===== src/logic/flag_latch_pkg.sv =====
// Constants and carrier types for the status flag latch block.
// Assumes a single 20 MHz clock and an AXI4-Lite master with 32-bit data.
package flag_latch_pkg;

    localparam int CLK_FREQ_KHZ = 20000;
    localparam int SELECT_STUCK_TIME_US = 2000;
    // Least time: round up to whole cycles
    localparam int SELECT_STUCK_CYCLES =
        (SELECT_STUCK_TIME_US * CLK_FREQ_KHZ + 999) / 1000;

    localparam int FLAG_COUNT = 16;

    // Register byte addresses
    localparam logic [3:0] FLAGS_OFFSET = 4'h0;
    localparam logic [3:0] MASK_OFFSET = 4'h4;
    localparam logic [3:0] COND_OFFSET = 4'h8;

    localparam logic [15:0] MASK_RESET = 16'h0000;
    localparam logic [15:0] FLAGS_RESET = 16'h0000;

    // Flag bit positions
    localparam int HS3_SHORT_BIT = 0;
    localparam int HS2_SHORT_BIT = 1;
    localparam int PARITY_BIT = 2;
    localparam int SELECT_STUCK_BIT = 3;
    localparam int SUPPLY2_UV_BIT = 4;
    localparam int SUPPLY1_OV_BIT = 5;
    localparam int IO0_THERMAL_BIT = 6;
    localparam int WDOG_HALF_BIT = 7;
    localparam int WAKE_IO13_BIT = 8;
    localparam int WAKE_IO02_BIT = 9;
    localparam int SPI_WAKE_BIT = 10;
    localparam int FORCED_WAKE_BIT = 11;
    localparam int INT_TIMEOUT_BIT = 12;
    localparam int LP_REG_OFF_BIT = 13;
    localparam int RESET_REQ_BIT = 14;
    localparam int DEBUG_EXIT_BIT = 15;

    // Flags that release only once their condition has gone
    localparam logic [15:0] FAULT_BITS = 16'h0073;

    localparam logic [1:0] RESP_OKAY = 2'h0;
    localparam logic [1:0] RESP_SLVERR = 2'h2;

    // Analog fault levels, asynchronous to aclk
    typedef struct packed {
        logic high_side_switch_three_short;
        logic high_side_switch_two_short;
        logic supply_input_two_low;
        logic supply_input_one_high;
        logic io0_over_temp;
    } fault_t;

    // One-cycle event pulses from logic on aclk
    typedef struct packed {
        logic parity_error;
        logic wake_io13;
        logic wake_io02;
        logic spi_wake;
        logic forced_wakeup;
        logic int_timeout;
        logic lowpower_regulator_off;
        logic debug_exit;
    } event_t;

endpackage : flag_latch_pkg


===== src/logic/flag_latch.sv =====
// Sticky status flags with read-to-clear over AXI4-Lite, plus interrupt.
// Assumes fault levels and the select and debug pins are asynchronous;
// event pulses, watchdog values and mode levels come from aclk logic.
//
// Implementation choices: the register addresses and the AXI4-Lite interface to the registers.
`timescale 1ns/1ps
`default_nettype none

// What this block does
// (RULE1) Latch switch-three short; clear when gone and read
// (RULE2) Latch switch-two short; clear when gone and read
// (RULE3) Parity error flag; read clears it
// (RULE4) Select low over 2 ms sets flag
// (RULE5) Supply two undervoltage; clear when recovered and read
// (RULE6) Supply one overvoltage; clear when recovered and read
// (RULE7) Switch-zero overtemperature; clear when cool and read
// (RULE8) Flash mode watchdog past half sets flag
// (RULE9) Wake on pin one or three flag
// (RULE10) Wake on pin zero or two flag
// (RULE11) Serial command wake, regulator on, flag
// (RULE12) Forced wake-up source flag
// (RULE13) Interrupt service timeout flag
// (RULE14) Regulator-off low power selected before wake
// (RULE15) Serial reset request flag survives reset
// (RULE16) Debug exit on low debug pin flag
// (RULE17) Read during fault keeps flag set
// (RULE18) Read returns value then clears; set wins
module flag_latch
    import flag_latch_pkg::*;
#(
    parameter int unsigned STUCK_CYCLES = SELECT_STUCK_CYCLES
) (
    input wire logic aclk,
    input wire logic aresetn,
    input wire logic power_on_reset,
    input wire logic reset_by_serial_request,
    input wire fault_t fault_async,
    input wire event_t events,
    input wire logic serial_select_n,
    input wire logic debug_select_pin_low,
    input wire logic lowpower_regulator_on,
    input wire logic flash_mode,
    input wire logic [15:0] wdog_count,
    input wire logic [15:0] wdog_length,
    input wire logic [3:0] awaddr,
    input wire logic awvalid,
    output logic awready,
    input wire logic [31:0] wdata,
    input wire logic [3:0] wstrb,
    input wire logic wvalid,
    output logic wready,
    output logic [1:0] bresp,
    output logic bvalid,
    input wire logic bready,
    input wire logic [3:0] araddr,
    input wire logic arvalid,
    output logic arready,
    output logic [31:0] rdata,
    output logic [1:0] rresp,
    output logic rvalid,
    input wire logic rready,
    output logic irq
);

    fault_t fault_meta_q, fault_q;
    logic sel_meta_q, sel_n_q, dbg_meta_q, dbg_low_q;
    logic [31:0] stuck_cnt_q;
    logic stuck_set;
    logic half_q;
    logic half_now;
    logic [15:0] flags_q, mask_q, cond, set_vec, clr_vec;
    logic rd_take, rd_flags;
    logic awready_q, wready_q, bvalid_q, arready_q, rvalid_q, irq_q;
    logic [1:0] bresp_q, rresp_q;
    logic [31:0] rdata_q;
    logic [3:0] awaddr_q;
    logic aw_have_q, w_have_q;
    logic [31:0] wdata_q;
    logic [3:0] wstrb_q;

    // Two-stage synchronisers for asynchronous levels
    always_ff @(posedge aclk) begin
        if (!aresetn) begin
            fault_meta_q <= '0;
            fault_q <= '0;
            sel_meta_q <= 1'b1;
            sel_n_q <= 1'b1;
            dbg_meta_q <= 1'b0;
            dbg_low_q <= 1'b0;
        end else begin
            fault_meta_q <= fault_async;
            fault_q <= fault_meta_q;
            sel_meta_q <= serial_select_n;
            sel_n_q <= sel_meta_q;
            dbg_meta_q <= debug_select_pin_low;
            dbg_low_q <= dbg_meta_q;
        end
    end

    // Counter saturates so one stuck period gives one set pulse
    always_ff @(posedge aclk) begin
        if (!aresetn) begin
            stuck_cnt_q <= 32'h00000000;
        end else if (sel_n_q) begin
            stuck_cnt_q <= 32'h00000000;
        end else if (stuck_cnt_q <= STUCK_CYCLES) begin
            stuck_cnt_q <= stuck_cnt_q + 32'h00000001;
        end
    end
    assign stuck_set = !sel_n_q && (stuck_cnt_q == STUCK_CYCLES); // RULE4

    // Edge of the half-period crossing, so a read is not undone at once
    assign half_now = flash_mode &&
        ({wdog_count, 1'b0} > {1'b0, wdog_length}); // RULE8
    always_ff @(posedge aclk) begin
        if (!aresetn) begin
            half_q <= 1'b0;
        end else begin
            half_q <= half_now;
        end
    end

    // Live condition view; fault levels keep their flags set
    always_comb begin
        cond = 16'h0000;
        cond[HS3_SHORT_BIT] = fault_q.high_side_switch_three_short; // RULE1
        cond[HS2_SHORT_BIT] = fault_q.high_side_switch_two_short; // RULE2
        cond[SUPPLY2_UV_BIT] = fault_q.supply_input_two_low; // RULE5
        cond[SUPPLY1_OV_BIT] = fault_q.supply_input_one_high; // RULE6
        cond[IO0_THERMAL_BIT] = fault_q.io0_over_temp; // RULE7
        cond[SELECT_STUCK_BIT] = !sel_n_q;
        cond[WDOG_HALF_BIT] = half_now;
        cond[DEBUG_EXIT_BIT] = dbg_low_q;
    end

    always_comb begin
        set_vec = cond & FAULT_BITS; // RULE17
        set_vec[PARITY_BIT] = events.parity_error; // RULE3
        set_vec[SELECT_STUCK_BIT] = stuck_set; // RULE4
        set_vec[WDOG_HALF_BIT] = half_now && !half_q; // RULE8
        set_vec[WAKE_IO13_BIT] = events.wake_io13; // RULE9
        set_vec[WAKE_IO02_BIT] = events.wake_io02; // RULE10
        set_vec[SPI_WAKE_BIT] =
            events.spi_wake && lowpower_regulator_on; // RULE11
        set_vec[FORCED_WAKE_BIT] = events.forced_wakeup; // RULE12
        set_vec[INT_TIMEOUT_BIT] = events.int_timeout; // RULE13
        set_vec[LP_REG_OFF_BIT] = events.lowpower_regulator_off; // RULE14
        set_vec[RESET_REQ_BIT] = 1'b0;
        set_vec[DEBUG_EXIT_BIT] = events.debug_exit && dbg_low_q; // RULE16
    end

    assign rd_take = arvalid && arready_q;
    assign rd_flags = rd_take && (araddr[3:2] == FLAGS_OFFSET[3:2]);
    assign clr_vec = rd_flags ? 16'hFFFF : 16'h0000;

    // Set wins over the read clear in the same cycle
    genvar gi;
    generate
        for (gi = 0; gi < FLAG_COUNT; gi++) begin : g_flag
            if (gi == RESET_REQ_BIT) begin : g_keep
                // Not cleared by aresetn so the cause outlives the reset
                always_ff @(posedge aclk) begin
                    if (power_on_reset) begin
                        flags_q[gi] <= 1'b0;
                    end else if (!aresetn) begin
                        if (reset_by_serial_request) begin
                            flags_q[gi] <= 1'b1; // RULE15
                        end
                    end else if (clr_vec[gi]) begin
                        flags_q[gi] <= 1'b0; // RULE15
                    end
                end
            end else begin : g_plain
                always_ff @(posedge aclk) begin
                    if (!aresetn) begin
                        flags_q[gi] <= FLAGS_RESET[gi];
                    end else begin
                        flags_q[gi] <= (flags_q[gi] & ~clr_vec[gi]) |
                            set_vec[gi]; // RULE18
                    end
                end
            end
        end
    endgenerate

    // Write channel: address and data taken in either order
    always_ff @(posedge aclk) begin
        if (!aresetn) begin
            awready_q <= 1'b1;
            wready_q <= 1'b1;
            aw_have_q <= 1'b0;
            w_have_q <= 1'b0;
            awaddr_q <= 4'h0;
            wdata_q <= 32'h00000000;
            wstrb_q <= 4'h0;
            bvalid_q <= 1'b0;
            bresp_q <= RESP_OKAY;
        end else begin
            if (awvalid && awready_q) begin
                awaddr_q <= awaddr;
                aw_have_q <= 1'b1;
                awready_q <= 1'b0;
            end
            if (wvalid && wready_q) begin
                wdata_q <= wdata;
                wstrb_q <= wstrb;
                w_have_q <= 1'b1;
                wready_q <= 1'b0;
            end
            if (aw_have_q && w_have_q && !bvalid_q) begin
                bvalid_q <= 1'b1;
                bresp_q <= (awaddr_q[3:2] <= COND_OFFSET[3:2]) ?
                    RESP_OKAY : RESP_SLVERR;
                aw_have_q <= 1'b0;
                w_have_q <= 1'b0;
            end
            if (bvalid_q && bready) begin
                bvalid_q <= 1'b0;
                awready_q <= 1'b1;
                wready_q <= 1'b1;
            end
        end
    end

    always_ff @(posedge aclk) begin
        if (!aresetn) begin
            mask_q <= MASK_RESET;
        end else if (aw_have_q && w_have_q && !bvalid_q &&
                (awaddr_q[3:2] == MASK_OFFSET[3:2])) begin
            if (wstrb_q[0]) begin
                mask_q[7:0] <= wdata_q[7:0];
            end
            if (wstrb_q[1]) begin
                mask_q[15:8] <= wdata_q[15:8];
            end
        end
    end

    // Read channel: flag value captured before the clear lands
    always_ff @(posedge aclk) begin
        if (!aresetn) begin
            arready_q <= 1'b1;
            rvalid_q <= 1'b0;
            rdata_q <= 32'h00000000;
            rresp_q <= RESP_OKAY;
        end else if (rd_take) begin
            arready_q <= 1'b0;
            rvalid_q <= 1'b1;
            rresp_q <= RESP_OKAY;
            case (araddr[3:2])
                FLAGS_OFFSET[3:2]: rdata_q <= {16'h0000, flags_q}; // RULE18
                MASK_OFFSET[3:2]: rdata_q <= {16'h0000, mask_q};
                COND_OFFSET[3:2]: rdata_q <= {16'h0000, cond};
                default: begin
                    rdata_q <= 32'h00000000;
                    rresp_q <= RESP_SLVERR;
                end
            endcase
        end else if (rvalid_q && rready) begin
            rvalid_q <= 1'b0;
            arready_q <= 1'b1;
        end
    end

    always_ff @(posedge aclk) begin
        if (!aresetn) begin
            irq_q <= 1'b0;
        end else begin
            irq_q <= |(flags_q & mask_q);
        end
    end

    assign awready = awready_q;
    assign wready = wready_q;
    assign bvalid = bvalid_q;
    assign bresp = bresp_q;
    assign arready = arready_q;
    assign rvalid = rvalid_q;
    assign rdata = rdata_q;
    assign rresp = rresp_q;
    assign irq = irq_q;

    a_fault_holds: assert property ( // RULE1
        @(posedge aclk) disable iff (!aresetn)
        fault_q.high_side_switch_three_short |=> flags_q[HS3_SHORT_BIT])
        else $error("switch three flag dropped during short");

    a_fault_two_holds: assert property ( // RULE2
        @(posedge aclk) disable iff (!aresetn)
        fault_q.high_side_switch_two_short && rd_flags
        |=> flags_q[HS2_SHORT_BIT])
        else $error("switch two flag cleared by read while short");

    a_parity_read_clear: assert property ( // RULE3
        @(posedge aclk) disable iff (!aresetn)
        rd_flags && !events.parity_error |=> !flags_q[PARITY_BIT])
        else $error("parity flag survived a read");

    a_stuck_select: assert property ( // RULE4
        @(posedge aclk) disable iff (!aresetn)
        stuck_set |=> flags_q[SELECT_STUCK_BIT])
        else $error("stuck select not latched");

    a_undervolt_holds: assert property ( // RULE5
        @(posedge aclk) disable iff (!aresetn)
        fault_q.supply_input_two_low |=> flags_q[SUPPLY2_UV_BIT])
        else $error("undervoltage flag dropped during fault");

    a_supply_fault_release: assert property ( // RULE5
        @(posedge aclk) disable iff (!aresetn)
        rd_flags && !cond[SUPPLY2_UV_BIT] && !cond[SUPPLY1_OV_BIT]
        |=> !flags_q[SUPPLY2_UV_BIT] && !flags_q[SUPPLY1_OV_BIT])
        else $error("supply flag not released");

    a_overvolt_holds: assert property ( // RULE6
        @(posedge aclk) disable iff (!aresetn)
        fault_q.supply_input_one_high |=> flags_q[SUPPLY1_OV_BIT])
        else $error("overvoltage flag dropped during fault");

    a_thermal_holds: assert property ( // RULE7
        @(posedge aclk) disable iff (!aresetn)
        fault_q.io0_over_temp |=> flags_q[IO0_THERMAL_BIT])
        else $error("thermal flag dropped while hot");

    a_thermal_sticky: assert property ( // RULE7
        @(posedge aclk) disable iff (!aresetn)
        $fell(fault_q.io0_over_temp) && !rd_flags
        |=> flags_q[IO0_THERMAL_BIT])
        else $error("thermal flag lost without read");

    a_wdog_half: assert property ( // RULE8
        @(posedge aclk) disable iff (!aresetn)
        half_now && !half_q |=> flags_q[WDOG_HALF_BIT])
        else $error("watchdog half flag not set");

    a_wake_pair_set: assert property ( // RULE10
        @(posedge aclk) disable iff (!aresetn)
        events.wake_io02 |=> flags_q[WAKE_IO02_BIT])
        else $error("pin zero or two wake not latched");

    a_spi_wake_gate: assert property ( // RULE11
        @(posedge aclk) disable iff (!aresetn)
        events.spi_wake && !lowpower_regulator_on && !flags_q[SPI_WAKE_BIT]
        |=> !flags_q[SPI_WAKE_BIT])
        else $error("serial wake flagged with regulator off");

    a_read_returns_flag: assert property ( // RULE12
        @(posedge aclk) disable iff (!aresetn)
        rd_flags && flags_q[FORCED_WAKE_BIT]
        |=> rvalid_q && rdata_q[FORCED_WAKE_BIT])
        else $error("read lost forced wake flag");

    a_int_timeout_set: assert property ( // RULE13
        @(posedge aclk) disable iff (!aresetn)
        events.int_timeout |=> flags_q[INT_TIMEOUT_BIT])
        else $error("service timeout not latched");

    a_lp_off_set: assert property ( // RULE14
        @(posedge aclk) disable iff (!aresetn)
        events.lowpower_regulator_off |=> flags_q[LP_REG_OFF_BIT])
        else $error("regulator-off low power not latched");

    a_reset_req_clear: assert property ( // RULE15
        @(posedge aclk) disable iff (!aresetn)
        rd_flags |=> !flags_q[RESET_REQ_BIT])
        else $error("reset request flag survived a read");

    a_debug_exit_gate: assert property ( // RULE16
        @(posedge aclk) disable iff (!aresetn)
        events.debug_exit && !dbg_low_q && !flags_q[DEBUG_EXIT_BIT]
        |=> !flags_q[DEBUG_EXIT_BIT])
        else $error("debug exit flagged with pin high");

    a_fault_read_view: assert property ( // RULE17
        @(posedge aclk) disable iff (!aresetn)
        rd_flags
        |=> (flags_q & FAULT_BITS) == ($past(cond) & FAULT_BITS))
        else $error("fault flags not following condition on read");

    a_wake_set_wins: assert property ( // RULE18
        @(posedge aclk) disable iff (!aresetn)
        events.wake_io13 && rd_flags |=> flags_q[WAKE_IO13_BIT])
        else $error("wake event lost to clear");

    a_irq_level: assert property (@(posedge aclk) disable iff (!aresetn)
        |(flags_q & mask_q) |=> irq_q)
        else $error("interrupt not raised");

endmodule : flag_latch

`default_nettype wire


===== config.mk =====
export PLATFORM = sky130hd
export DESIGN_NAME = flag_latch
export DESIGN_NICKNAME = d
export VERILOG_FILES = /design/src/logic/flag_latch_pkg.sv /design/src/logic/flag_latch.sv
export SDC_FILE = /design/constraint.sdc
export NUM_CORES = 1
export LEC_CHECK = 0
export ABC_AREA = 1
export CORE_MARGIN = 4
export CORE_UTILIZATION = 38
export CTS_BUF_LIST = sky130_fd_sc_hd__clkbuf_16
export CTS_CLUSTER_DIAMETER = 40
export DETAILED_ROUTE_END_ITERATION = 16
export DONT_BUFFER_PORTS = 1
export GPL_ROUTABILITY_DRIVEN = 0
export PLACE_DENSITY_LB_ADDON = 0.15
export SYNTH_ARGS = -nofsm -noshare
export SYNTH_HDL_FRONTEND = slang
export SYNTH_SLANG_ARGS = --single-unit

===== constraint.sdc =====
create_clock -name aclk -period 1.4 [get_ports aclk]
set_input_delay 0.07 -clock aclk [delete_from_list [all_inputs] [get_ports aclk]]
set_output_delay 0.07 -clock aclk [all_outputs]
set_load 0.02 [all_outputs]

==> reports/results.ini <==
[finish]
drive_gt1_frac = 0.175
nNetsFinal = 939
fin_area_mm2 = 0.00723
diodes = 0
area_growth_pct = 32.9
fin_cells = 1013
final_util = 0.519

[critical_path]
cp.arrival_ns = 1.79
start_kind = register
critPathMaxFanout = 14
cp-end-kind = register
crit_required_ns = 1.70
crit_type = register to register

[logic_synthesis]
yosysTopAreaCell = dfxtp_1
async_flop_share = 0
ys.flop_type = dfxtp_1
synth_top_cell_area_share = 0.460
syn_avg_cell_area_um2 = 7.60
yosysWarnings = 0
syn_inst = 716
ys_ff_latch = 125
synth_common_cells = nand2_1, dfxtp_1, inv_1
synth-edff-count = 0
synthTopCellsByArea = dfxtp_1, nand2_1, inv_1, nor2_1, a21oi_1
ys_types = 40
yosysSeqAreaShare = 0.460
synth_area_mm2 = 0.00544
synth.most_common_cell = nand2_1

[die]
io_pins = 144
row_count = 43
die_w_um = 128
die_h_um = 128
dieArea_mm2 = 0.0163
initial_core_util = 0.391
core_region_area_mm2 = 0.0139

[global_route]
grt_pass1_wl_um = 21800
use_met2 = 0.276
grt_pass1_vias = 4547
grt.total_usage = 0.168
busiest_layer = met2
grt_max_degree = 51
met3_usage = 0.0554
overflow = 0
antenna_found_initial = 0
grt_use_met1 = 0.210

[placed_design]
io_buffers = 0
placed_cell_area_mm2 = 0.00590
dp_slack_ns = -0.164
dp_hpwl_um = 9530
place_inst = 923

[pwr]
swShare = 0.241
comb_power_share = 0.074
seq_power_share = 0.422
p_int_mw = 6.81
p_switching_mw = 2.16
p_leak_nw = 2.97
powerDensity_mw_per_mm2 = 1240
clkPwrFrac = 0.504
ir_drop_v = 0.000772
p_total_mw = 8.97

[sta]
fin_crit_sh = 1.07
worst_hold_slack_ns = 0.0446
clock_skew_ns = 0.00742
finalSetupTns_ns = -1.24
rsz0062_at_grt = true
max-slew-margin-rel = 0.641
worst_slew_pin_slew_ns = 0.537
finalSetupViolCount = 17
fmaxAchievable_mhz = 669
min_period_ns = 1.49
hold_violations = 0
setup_ws_ns = -0.0945
slew_violations = 0

[drt]
finalWirelength_um = 13500
ant_nets = 0
via_per_inst = 4.73
first_iter_violations = 274
first_pass_iters = 4
routedWlPerCell_um = 13.4
drcViolationCount = 0
route.vias.total = 4791

[run_status]
outcome = finished, violations left
violations = setup timing

[clocking]
cts_tree = yes
htreeDepth = 4
clock_latency_ns = 0.41
cts_inserted_buffers = 17
cts_root_buffer = clkbuf_16
cts.sinks = 125
clk_path_buf_depth = 2
clk_pin_slew_ns = 0.06

[job]
maxCapViolCount = 0

[hold_path]
hold_path_class = input pin to register

## cell type report
type                    instances  area, um2
fillers                      1298       6710
clock inverters                15        185
multi-input cells             471       2510
repair buffers                112       1020
flip-flops and latches        125       2510
clock buffers                  17        425
well taps                     180        225
inverters                      93        353
## cell usage in the layout, fill, tap and decap left out, drive strengths merged, types with 7 or more instances in the layout
cell and instances:
inv 99, nor3 10, nand4 7, nand3 34
clkbuf 18, nor2 87, a31oi 8, nand2 142
dlygate4sd3 51, ha 17, a21oi 65, xor2 9
conb 18, dfxtp 125, o21ai 42, buf 60
## power by group through the flow
stage / logic, mW / registers [mW] / clock network, mW
4_1_cts: 0.639 / 3.78 / 4.62
6_report: 0.661 / 3.79 / 4.53
2_1_floorplan: 0.428 / 3.85 / 0
3_5_place_dp: 0.497 / 3.86 / 0
5_1_grt: 0.751 / 3.80 / 4.77
3_3_place_gp: 0.483 / 3.86 / 0
## state kept, by name, indices dropped and copies added (netlist names), 5 cells and up
| register | count |
|---|---|
| stuck_cnt_q | 32 |
| flags_q | 16 |
| mask_q | 16 |
| rdata | 16 |
| wdata_q | 16 |
| cond | 5 |
| fault_meta_q | 5 |
## worst max-delay path, stage by stage, from the launching register on
cell	delay, ns
dfxtp_1	0.34
nor3_4	0.18
nand3_1	0.10
nor3_2	0.24
nand2_2	0.15
buf_6	0.19
nand3_1	0.11
a21oi_2	0.06
## timing repair
item                                   CTS  global route
setup endpoints to repair               18            33
setup buffers                            1             4
resized for setup                       17            16
hold buffers                            52             0
gates cloned                             0             1
endpoints found under the hold margin   70             0
pin swaps                                1             1
## per-layer routing
| metal | routed length (um) | share of wire | vias up |
|---|---|---|---|
| li1 | - | - | 2472 |
| met4 | 138 | 0.010 | 0 |
| met5 | 0 | 0 | - |
| met3 | 794 | 0.059 | 16 |
| met1 | 6200 | 0.46 | 2177 |
| met2 | 6410 | 0.47 | 126 |
## worst paths after layout
path                            slack (ns)               to  cells past startpoint             from
worst max-delay path                 -0.09  stuck_cnt_q[12]                      7  stuck_cnt_q[14]
worst min register to register        0.40          cond[1]                      2  fault_meta_q[3]
worst max register to register       -0.09  stuck_cnt_q[12]                      7  stuck_cnt_q[14]
worst min-delay path                  0.04         rdata[3]                      4        araddr[3]
## cells by family after synthesis
| group | after synthesis | share of synthesized area |
|---|---|---|
| and+or+nand+nor | 288 | 0.226 |
| buffers and inverters | 137 | 0.111 |
| DFF | 125 | 0.460 |
| other | 1 | 0.000689 |
| AOI/OAI and AO/OA | 134 | 0.141 |
| adders and majority gates | 17 | 0.0391 |
| xor gates and xnor gates | 14 | 0.0225 |
No activity file was read; power rests on OpenSTA's default activity.
